[src/ipc_pkg.sv]
`default_nettype none
package ipc_pkg;
    // Register byte addresses
    localparam logic [7:0] ADDR_I2C2_PRIO = 8'h00;
    localparam logic [7:0] ADDR_RTC_PRIO = 8'h04;
    localparam logic [7:0] ADDR_CRC_UART_PRIO = 8'h08;
    localparam logic [7:0] ADDR_LVD_PRIO = 8'h0C;
    localparam logic [7:0] ADDR_INTR_CTRL_ONE = 8'h10;
    localparam logic [7:0] ADDR_SRC_PEND = 8'h14;
    localparam logic [7:0] ADDR_SRC_ENABLE = 8'h18;
    localparam logic [7:0] ADDR_CPU_STATUS = 8'h1C;
    localparam logic [7:0] ADDR_MUTE_COUNT = 8'h20;
    localparam logic [7:0] ADDR_IRQ_STATUS = 8'h24;
    localparam logic [7:0] ADDR_IRQ_MASK = 8'h28;
    localparam logic [7:0] ADDR_ACTIVE = 8'h2C;
    // Field positions (low bit of each field)
    localparam int POS_I2C2_MASTER = 8;
    localparam int POS_I2C2_SLAVE = 4;
    localparam int POS_RTC = 8;
    localparam int POS_CRC = 12;
    localparam int POS_U2ERR = 8;
    localparam int POS_U1ERR = 4;
    localparam int POS_LVD = 0;
    localparam int POS_NEST_DISABLE = 15;
    localparam int POS_TRAP_FLAGS = 1;
    // Writable masks per register
    localparam logic [15:0] MASK_I2C2 = 16'h0770;
    localparam logic [15:0] MASK_RTC = 16'h0700;
    localparam logic [15:0] MASK_CRC_UART = 16'h7770;
    localparam logic [15:0] MASK_LVD = 16'h0007;
    localparam logic [15:0] MASK_CTRL_ONE = 16'h801E;
    // Reset level of every user source
    localparam logic [2:0] LEVEL_RESET = 3'h4;
    localparam logic [2:0] LEVEL_OFF = 3'h0;
    localparam logic [2:0] LEVEL_TOP = 3'h7;
    localparam logic [15:0] MUTE_LEVEL_LIMIT = 16'h0006;
    localparam int NUM_SRC = 7;
    localparam int NUM_TRAP = 4;
    // Event bits of the irq status register
    localparam int EV_ACCEPT = 0;
    localparam int EV_TRAP = 1;
    localparam int EV_RETURN = 2;
    typedef struct packed {
        logic valid;
        logic is_trap;
        logic [3:0] level;
        logic [2:0] id;
    } ipc_req_s;
    typedef struct packed {
        logic [15:0] pc;
        logic [7:0] status_low_byte;
    } ipc_frame_s;
endpackage : ipc_pkg
`default_nettype wire

[src/ipc_ctrl.sv]
// Behaviour
// 3-bit level field, 7 highest, 1 lowest
// Level zero disables the source
// Unimplemented bits read zero, ignore writes
// Reset loads level four everywhere
// Nest disable bit 15 blocks preemption
// Software sets level, clears flag, enables
// Pending flag left set re-enters handler
// Return restores pc, status low, level
// Trap flag must be cleared by handler
// CPU level 7 blocks all user sources
// Traps 8 to 15 never masked; the code has four traps, at levels 8 to 11
// Timed disable blocks levels 1-6 a while
// Level 7 passes during timed disable
// I2C2 master 10:8, slave 6:4
// Calendar level at bits 10:8
// Checksum error level at 14:12
// Serial2 error 10:8, serial1 6:4
// Low voltage level at 2:0
// Highest level wins, ties by index
//
// The implementer's own choices: the address map and register access over AXI4-Lite.
`default_nettype none
module ipc_ctrl
    import ipc_pkg::*;
#(
    parameter int STACK_DEPTH = 16
)
(
    input wire logic aclk,
    input wire logic aresetn,
    input wire logic [31:0] s_axi_awaddr,
    input wire logic s_axi_awvalid,
    output logic s_axi_awready,
    input wire logic [31:0] s_axi_wdata,
    input wire logic [3:0] s_axi_wstrb,
    input wire logic s_axi_wvalid,
    output logic s_axi_wready,
    output logic [1:0] s_axi_bresp,
    output logic s_axi_bvalid,
    input wire logic s_axi_bready,
    input wire logic [31:0] s_axi_araddr,
    input wire logic s_axi_arvalid,
    output logic s_axi_arready,
    output logic [31:0] s_axi_rdata,
    output logic [1:0] s_axi_rresp,
    output logic s_axi_rvalid,
    input wire logic s_axi_rready,
    input wire logic [NUM_SRC-1:0] src_event,
    input wire logic [NUM_TRAP-1:0] trap_event,
    input wire logic accept,
    input wire logic [15:0] accept_pc,
    input wire logic return_from_handler_instr,
    input wire logic timed_disable_instr,
    input wire logic [13:0] timed_disable_count,
    output ipc_req_s request,
    output logic [15:0] restore_pc,
    output logic [7:0] status_low_byte,
    output logic irq
);
    ////////////////////////////////////////////////////////////////////
    logic [15:0] i2c2_event_priority;
    logic [15:0] rtc_event_priority;
    logic [15:0] crc_uart_error_priority;
    logic [15:0] low_voltage_priority;
    logic [15:0] intr_control_one;
    logic [NUM_SRC-1:0] pending_flag_regs;
    logic [NUM_SRC-1:0] source_enable_regs;
    logic [13:0] mute_left;
    logic [2:0] irq_status;
    logic [2:0] irq_mask;
    logic in_handler;
    logic aw_held, w_held;
    logic [7:0] aw_addr;
    logic [15:0] w_data;
    logic wr_fire;
    logic [2:0] lvl [NUM_SRC];
    ipc_req_s next_request;
    ipc_frame_s top_frame;
    logic stack_empty;
    logic take;
    logic take_trap;
    ipc_frame_s push_frame;

    function automatic logic [15:0] merge(input logic [15:0] old_v,
        input logic [15:0] new_v, input logic [15:0] wmask);
        merge = (old_v & ~wmask) | (new_v & wmask);
    endfunction : merge

    ////////////////////////////////////////////////////////////////////
    // Write channel: address and data taken in either order
    assign s_axi_awready = !aw_held && !s_axi_bvalid;
    assign s_axi_wready = !w_held && !s_axi_bvalid;
    assign wr_fire = aw_held && w_held && !s_axi_bvalid;

    always_ff @(posedge aclk)
    begin
        if (!aresetn)
        begin
            aw_held <= 1'b0;
            w_held <= 1'b0;
            aw_addr <= 8'h00;
            w_data <= 16'h0000;
            s_axi_bvalid <= 1'b0;
        end
        else
        begin
            if (s_axi_awvalid && s_axi_awready)
            begin
                aw_held <= 1'b1;
                aw_addr <= s_axi_awaddr[7:0];
            end
            if (s_axi_wvalid && s_axi_wready)
            begin
                w_held <= 1'b1;
                // Upper half of the word is not backed by storage
                w_data <= s_axi_wdata[15:0];
            end
            if (wr_fire)
            begin
                aw_held <= 1'b0;
                w_held <= 1'b0;
                s_axi_bvalid <= 1'b1;
            end
            else if (s_axi_bready)
            begin
                s_axi_bvalid <= 1'b0;
            end
        end
    end
    assign s_axi_bresp = 2'h0;

    ////////////////////////////////////////////////////////////////////
    // Priority registers; writes confined to implemented fields
    always_ff @(posedge aclk)
    begin
        if (!aresetn)
        begin
            // reset level four
            i2c2_event_priority <= 16'h0440;
            rtc_event_priority <= 16'h0400;
            crc_uart_error_priority <= 16'h4440;
            low_voltage_priority <= 16'h0004;
        end
        else if (wr_fire)
        begin
            // masked field writes
            unique case (aw_addr)
                ADDR_I2C2_PRIO: i2c2_event_priority <=
                    merge(i2c2_event_priority, w_data, MASK_I2C2);
                ADDR_RTC_PRIO: rtc_event_priority <=
                    merge(rtc_event_priority, w_data, MASK_RTC);
                ADDR_CRC_UART_PRIO: crc_uart_error_priority <=
                    merge(crc_uart_error_priority, w_data, MASK_CRC_UART);
                ADDR_LVD_PRIO: low_voltage_priority <=
                    merge(low_voltage_priority, w_data, MASK_LVD);
                default: ;
            endcase
        end
    end

    // i2c2 fields
    assign lvl[0] = i2c2_event_priority[POS_I2C2_MASTER +: 3];
    assign lvl[1] = i2c2_event_priority[POS_I2C2_SLAVE +: 3];
    // calendar field
    assign lvl[2] = rtc_event_priority[POS_RTC +: 3];
    // checksum field
    assign lvl[3] = crc_uart_error_priority[POS_CRC +: 3];
    // serial error fields
    assign lvl[4] = crc_uart_error_priority[POS_U2ERR +: 3];
    assign lvl[5] = crc_uart_error_priority[POS_U1ERR +: 3];
    // low voltage field
    assign lvl[6] = low_voltage_priority[POS_LVD +: 3];

    ////////////////////////////////////////////////////////////////////
    // Control register: nest disable and trap flags, set beats clear
    always_ff @(posedge aclk)
    begin
        if (!aresetn)
        begin
            intr_control_one <= 16'h0000;
        end
        else
        begin
            if (wr_fire && aw_addr == ADDR_INTR_CTRL_ONE)
            begin
                // handler clears its trap flag
                intr_control_one <= merge(intr_control_one, w_data,
                    MASK_CTRL_ONE);
            end
            intr_control_one[POS_TRAP_FLAGS +: NUM_TRAP] <=
                (wr_fire && aw_addr == ADDR_INTR_CTRL_ONE ?
                w_data[POS_TRAP_FLAGS +: NUM_TRAP] :
                intr_control_one[POS_TRAP_FLAGS +: NUM_TRAP]) | trap_event;
        end
    end

    // Pending flags and enables; a new event beats a clear
    always_ff @(posedge aclk)
    begin
        if (!aresetn)
        begin
            pending_flag_regs <= '0;
            source_enable_regs <= '0;
        end
        else
        begin
            // software writes flags and enables
            if (wr_fire && aw_addr == ADDR_SRC_ENABLE)
            begin
                source_enable_regs <= w_data[NUM_SRC-1:0];
            end
            // flag stays until software clears it
            pending_flag_regs <= (wr_fire && aw_addr == ADDR_SRC_PEND ?
                w_data[NUM_SRC-1:0] : pending_flag_regs) | src_event;
        end
    end

    ////////////////////////////////////////////////////////////////////
    // Timed disable down-counter
    always_ff @(posedge aclk)
    begin
        if (!aresetn)
        begin
            mute_left <= '0;
        end
        else if (timed_disable_instr)
        begin
            mute_left <= timed_disable_count;
        end
        else if (wr_fire && aw_addr == ADDR_MUTE_COUNT)
        begin
            mute_left <= w_data[13:0];
        end
        else if (mute_left != 0)
        begin
            mute_left <= mute_left - 1'b1;
        end
    end

    ////////////////////////////////////////////////////////////////////
    // Selection of the request to present
    always_comb
    begin
        logic [3:0] cur;
        cur = {1'b0, status_low_byte[7:5]};
        next_request = '0;
        // traps ignore every mask
        for (int t = NUM_TRAP - 1; t >= 0; t--)
        begin
            if (intr_control_one[POS_TRAP_FLAGS + t] && !next_request.valid)
            begin
                next_request.valid = 1'b1;
                next_request.is_trap = 1'b1;
                next_request.level = 4'(8 + t);
                next_request.id = 3'(t);
            end
        end
        if (!next_request.valid)
        begin
            // highest level, lowest index on ties
            for (int s = 0; s < NUM_SRC; s++)
            begin
                // level zero never requests
                // level must exceed cpu level
                // timed disable spares level 7
                // nest disable holds off preemption
                if (pending_flag_regs[s] && source_enable_regs[s]
                    && lvl[s] != LEVEL_OFF
                    && {1'b0, lvl[s]} > cur
                    && !(mute_left != 0 && lvl[s] != LEVEL_TOP)
                    && !(intr_control_one[POS_NEST_DISABLE] && in_handler)
                    && (!next_request.valid
                    || {1'b0, lvl[s]} > next_request.level))
                begin
                    // field value is the level
                    next_request.valid = 1'b1;
                    next_request.level = {1'b0, lvl[s]};
                    next_request.id = 3'(s);
                end
            end
        end
    end

    always_ff @(posedge aclk)
    begin
        if (!aresetn)
        begin
            request <= '0;
        end
        else
        begin
            request <= next_request;
        end
    end

    ////////////////////////////////////////////////////////////////////
    // Entry stacks state; return unstacks it
    assign take = accept && request.valid;
    assign take_trap = take && request.is_trap;
    assign push_frame = '{pc: accept_pc, status_low_byte: status_low_byte};

    ipc_stack_mem #(
        .DEPTH(STACK_DEPTH)
    ) u_stack (
        .aclk(aclk),
        .aresetn(aresetn),
        .push(take),
        .push_data(push_frame),
        .pop(return_from_handler_instr && !stack_empty),
        .top_data(top_frame),
        .empty(stack_empty)
    );

    always_ff @(posedge aclk)
    begin
        if (!aresetn)
        begin
            status_low_byte <= 8'h00;
            restore_pc <= 16'h0000;
        end
        else if (take)
        begin
            // Trap levels above 7 saturate the 3-bit cpu level
            status_low_byte[7:5] <= take_trap ? LEVEL_TOP
                : request.level[2:0];
        end
        else if (return_from_handler_instr && !stack_empty)
        begin
            // restore pc, status low and level
            restore_pc <= top_frame.pc;
            status_low_byte <= top_frame.status_low_byte;
        end
        else if (wr_fire && aw_addr == ADDR_CPU_STATUS)
        begin
            // raising level by software write
            status_low_byte <= w_data[7:0];
        end
    end

    always_ff @(posedge aclk)
    begin
        if (!aresetn)
        begin
            in_handler <= 1'b0;
        end
        else if (take)
        begin
            in_handler <= 1'b1;
        end
        else if (return_from_handler_instr)
        begin
            // A return clears the flag unless an entry is taken in the same cycle, even with frames left on the stack
            in_handler <= 1'b0;
        end
    end

    ////////////////////////////////////////////////////////////////////
    // Sticky event bits, write one to clear, set wins
    always_ff @(posedge aclk)
    begin
        if (!aresetn)
        begin
            irq_status <= '0;
            irq_mask <= '0;
        end
        else
        begin
            if (wr_fire && aw_addr == ADDR_IRQ_MASK)
            begin
                irq_mask <= w_data[2:0];
            end
            irq_status <= (irq_status & ~((wr_fire
                && aw_addr == ADDR_IRQ_STATUS) ? w_data[2:0] : 3'h0))
                | {return_from_handler_instr, |trap_event, take};
        end
    end
    assign irq = |(irq_status & irq_mask);

    ////////////////////////////////////////////////////////////////////
    // Read channel
    assign s_axi_arready = !s_axi_rvalid;
    assign s_axi_rresp = 2'h0;

    always_ff @(posedge aclk)
    begin
        if (!aresetn)
        begin
            s_axi_rvalid <= 1'b0;
            s_axi_rdata <= 32'h0000_0000;
        end
        else if (s_axi_arvalid && s_axi_arready)
        begin
            s_axi_rvalid <= 1'b1;
            unique case (s_axi_araddr[7:0])
                ADDR_I2C2_PRIO: s_axi_rdata <= {16'h0000,
                    i2c2_event_priority};
                ADDR_RTC_PRIO: s_axi_rdata <= {16'h0000, rtc_event_priority};
                ADDR_CRC_UART_PRIO: s_axi_rdata <= {16'h0000,
                    crc_uart_error_priority};
                ADDR_LVD_PRIO: s_axi_rdata <= {16'h0000,
                    low_voltage_priority};
                ADDR_INTR_CTRL_ONE: s_axi_rdata <= {16'h0000,
                    intr_control_one};
                ADDR_SRC_PEND: s_axi_rdata <= {25'h0, pending_flag_regs};
                ADDR_SRC_ENABLE: s_axi_rdata <= {25'h0, source_enable_regs};
                ADDR_CPU_STATUS: s_axi_rdata <= {24'h0, status_low_byte};
                ADDR_MUTE_COUNT: s_axi_rdata <= {18'h0, mute_left};
                ADDR_IRQ_STATUS: s_axi_rdata <= {29'h0, irq_status};
                ADDR_IRQ_MASK: s_axi_rdata <= {29'h0, irq_mask};
                ADDR_ACTIVE: s_axi_rdata <= {23'h0, request};
                default: s_axi_rdata <= 32'h0000_0000;
            endcase
        end
        else if (s_axi_rready)
        begin
            s_axi_rvalid <= 1'b0;
        end
    end
endmodule : ipc_ctrl
`default_nettype wire

[src/ipc_stack_mem.sv]
`default_nettype none
module ipc_stack_mem
    import ipc_pkg::*;
#(
    parameter int DEPTH = 16
)
(
    input wire logic aclk,
    input wire logic aresetn,
    input wire logic push,
    input wire ipc_frame_s push_data,
    input wire logic pop,
    output ipc_frame_s top_data,
    output logic empty
);
    logic [$clog2(DEPTH):0] sp;
    ipc_frame_s mem [DEPTH];
    logic [$clog2(DEPTH):0] rd;

    always_comb
    begin
        rd = sp - 1'b1;
        if (push)
        begin
            rd = sp;
        end
        else if (pop && sp > 1)
        begin
            rd = sp - 2'd2;
        end
    end

    always_ff @(posedge aclk)
    begin
        if (push)
        begin
            mem[sp[$clog2(DEPTH)-1:0]] <= push_data;
        end
    end

    // Top of stack comes out of a register
    always_ff @(posedge aclk)
    begin
        if (!aresetn)
        begin
            top_data <= '0;
        end
        else if (push)
        begin
            top_data <= push_data;
        end
        else if (pop)
        begin
            top_data <= mem[rd[$clog2(DEPTH)-1:0]];
        end
    end

    always_ff @(posedge aclk)
    begin
        if (!aresetn)
        begin
            sp <= '0;
        end
        else if (push && sp < DEPTH)
        begin
            sp <= sp + 1'b1;
        end
        else if (pop && sp != 0)
        begin
            sp <= sp - 1'b1;
        end
    end

    assign empty = (sp == 0);
endmodule : ipc_stack_mem
`default_nettype wire

[config.mk]
export PLATFORM = sky130hd
export DESIGN_NAME = ipc_ctrl
export DESIGN_NICKNAME = d
export VERILOG_FILES = /design/src/ipc_pkg.sv /design/src/ipc_ctrl.sv /design/src/ipc_stack_mem.sv
export SDC_FILE = /design/constraint.sdc
export NUM_CORES = 1
export LEC_CHECK = 0
export BUFFER_PORTS_ARGS = -buffer_cell sky130_fd_sc_hd__buf_2
export CAP_MARGIN = 20
export CORE_UTILIZATION = 43
export CTS_BUF_LIST = sky130_fd_sc_hd__clkbuf_8
export DETAILED_ROUTE_END_ITERATION = 8
export GPL_TIMING_DRIVEN = 0
export PLACE_DENSITY_LB_ADDON = 0.12
export SYNTH_ARGS = -nofsm -noshare
export SYNTH_HDL_FRONTEND = slang
export SYNTH_HIERARCHICAL = 1
export SYNTH_SLANG_ARGS = --single-unit
[constraint.sdc]
create_clock -name aclk -period 28.4 [get_ports aclk]
set_input_delay 8.52 -clock aclk [delete_from_list [all_inputs] [get_ports aclk]]
set_output_delay 8.52 -clock aclk [all_outputs]
set_load 0.005 [all_outputs]
==> metrics.txt <==
status finished with violations; failing checks design-rule violations; Slew headroom 24.2%; main flop type after synthesis edfxtp_1; Post-synth EDFFs 384; clk_skew 0.0384 ns; R2R cell count 51; Seq/Total Area, Yosys 59.4%; Final Net Count 2513; P&R area growth vs syn 15.6%; Total Routing Usage GR 27.2%; Synth Instances 2051; min Tclk post-route 12.39 ns; CTS Buf Count 93; total power 2810 uW; synthesized area 0.0250 sq mm; crit path launch type primary input; storage element area 0.0149 sq mm; Fmax 0.0807 GHz; clock tree buffer depth 3; first-pass GRT wire length 119 mm; P_leak 0.0102 uW; Worst Tran Pin Value 1.14 ns; critical-path cell with the highest stage delay xnor2_2; crit path cell chain buf_2 -> nor2b_1 -> buf_1 -> buf_2 -> a311oi_4 -> xnor2_2 -> clkbuf_1 -> clkbuf_1 -> nand3_1 -> a21boi_0 -> o31ai_1; initial antenna violation count 3; critical-path maximum fanout 11; Power per Cell Area 97.2 mW/mm^2; number of vias per cell 5.85; Die Span Y 243 um; worst vdd ir 0.0000473 V; Tcrit/Tclk final 43.6%; die width 243 um; Fin. Hold Viols 0; setup violators final 0; metal1 wirelength 31.7 mm; Max-Cap Viols 0; CTS Hold Buffers Added 0; post-route ant nets 0; worst r2r dst request[3]; Req. time, crit path 28.96 ns; dominant cell type by area after synthesis edfxtp_1; die area 0.0592 sq mm; Post-Route WL 80.6 mm; Buf+Inv Stages, Crit Path 5; reg-to-reg startpoint status_low_byte[6]; CTS tree done; CTS clk-pin slew, worst paths 0.05 ns; later-pin clock latency in the skew report 0.70 ns; TNS Setup 0 ns; core area 0.0576 sq mm; # IOs 226; H-Tree Depth 3; WHS Endpoint restore_pc[6]; post-synthesis register bit count 551; Starting Density 43.5%; Async SR Flop Fraction 0%; DR vias 18400; fillers 5140; CP Capture Type register; root buffer cell clkbuf_8; met2 WL 40.1 mm; most frequent cells after synthesis edfxtp_1, nand2_1, dfxtp_1; area of the multi-input gates 0.00963 sq mm; RSZ-0062 raised after global routing no; Final HPWL DP 56.7 mm; Port Buf Inserts 137; CP max stage delay 0.76 ns; Post-CTS Setup Bufs 0; Row Count 88; share of layout cells above drive strength 1 17.2%; GRT overflow 0; synth unique cells 88; largest net degree at the start of global routing 25; drt wl/cell 25.5 um; Placer Congestion 0.932; Highest Signal Layer met4; vias in the first global route 18400; Final Max Slew Viols 0; clock sinks 551; Mean Syn Cell Area 12.2 sq um; top post-synthesis cells by area edfxtp_1, dfxtp_1, mux4_2; top cell type's share of synthesized area 46.1%; Hold WC Path Type register to register; # resized after CTS 0; R2R setup slack 16.78 ns; most common cell in the synthesized netlist edfxtp_1; met3 routed WL 5.14 mm; Hold Path Stages 2; Synth warnings 6; drt first pass iters 9; Critical Path AT 12.95 ns; DRC viols 2; Crit Path Class primary input to register; DR iter-0 viols 1807; HP Start restore_pc[6]; CP delay by family, top buffers and inverters
## cells by family (layout without fill, tap and decap cells)
| kind of cell | after synthesis | count (layout) | share of synthesized area [%] |
|---|---|---|---|
| mux | 132 | 132 | 7.93 |
| flops | 551 | 551 | 59.4 |
| other cells | 1 | 21 | 0.0150 |
| xor+xnor | 17 | 17 | 0.625 |
| buf+inv | 164 | 484 | 2.88 |
| compound gates | 482 | 482 | 14.2 |
| fa+ha+maj | 49 | 49 | 2.45 |
| simple gates | 655 | 655 | 12.5 |
## report_power, final
group          internal (uW)  switching (uW)
clock                    344             326
sequential               937            76.6
combinational            408             722
## stage by stage
| stage | hold slack [ns] | util, % | setup slack, ns | cell area, sq um | cells |
|---|---|---|---|---|---|
| 3_5_place_dp | 0.452 | 47.2 | 15.40 | 27200 | 2983 |
| 4_1_cts | 0.466 | 50.3 | 16.16 | 28900 | 3155 |
| 5_1_grt | 0.493 | 50.3 | 15.82 | 28900 | 3156 |
| 6_report | 0.462 | 50.3 | 16.01 | 28900 | 3156 |
| 2_1_floorplan | 0.425 | - | 17.10 | 25100 | 2070 |
| 3_3_place_gp | 0.442 | 46.4 | 14.89 | 26700 | 2972 |
## placed cells by master (no fill, tap or decap), types with 70 or more instances in the layout
master	count
a21oi_1	70
buf_2	149
clkbuf_1	82
clkbuf_8	106
dfxtp_1	167
edfxtp_1	384
inv_1	81
nand2_1	283
nand3_1	71
nor2_1	79
nor2b_1	70
## flip-flops by register name, indices dropped and copies added (netlist names), 3 cells and up
signal	cells
mute_left	14
rtc_event_priority	3
aw_addr	8
i2c2_event_priority	6
request	9
u_stack/sp	5
low_voltage_priority	3
u_stack/mem	384
u_stack/top_data	24
restore_pc	16
intr_control_one	5
w_data	16
irq_mask	3
s_axi_rdata	16
pending_flag_regs	7
status_low_byte	8
source_enable_regs	7
irq_status	3
crc_uart_error_priority	9
## worst max-delay path by stage
| stage | from | to | slack, ns | cells after the start |
|---|---|---|---|---|
| 6_report | return_from_handler_instr | u_stack/top_data[4] | 16.01 | 11 |
| 5_1_grt | status_low_byte[6] | request[3] | 15.82 | 50 |
| 4_1_cts | return_from_handler_instr | u_stack/top_data[4] | 16.16 | 11 |
| 3_3_place_gp | accept | u_stack/mem[8][19] | 14.89 | 8 |
| 3_5_place_dp | return_from_handler_instr | u_stack/top_data[4] | 15.40 | 11 |
| 2_1_floorplan | accept | u_stack/mem[4][0] | 17.10 | 7 |
## routing by layer
layer | GRT usage, % | up-vias
met5 | 0 | -
met4 | 12.3 | 0
met3 | 4.40 | 167
met2 | 46.6 | 751
met1 | 33.7 | 9212
li1 | - | 8319
## cell type report
class	instances	share of cell area [%]
diodes	1	0.00865
inverters	38	0.493
well taps	765	3.31
flip-flops and latches	551	51.4
repair buffers	148	3.39
plain buffers	126	2.00
clock inverters	66	1.11
multi-input cells	1355	33.3
clock buffers	106	5.04
## tightest hold or removal path: cells and delay by family (launching register included)
kind             cells  cell delay [ns]
AO/OA/AOI/OAI        1             0.06
AND/OR/NAND/NOR      1             0.04
flip-flops           1             0.30
(Power assumes the default switching activity.)
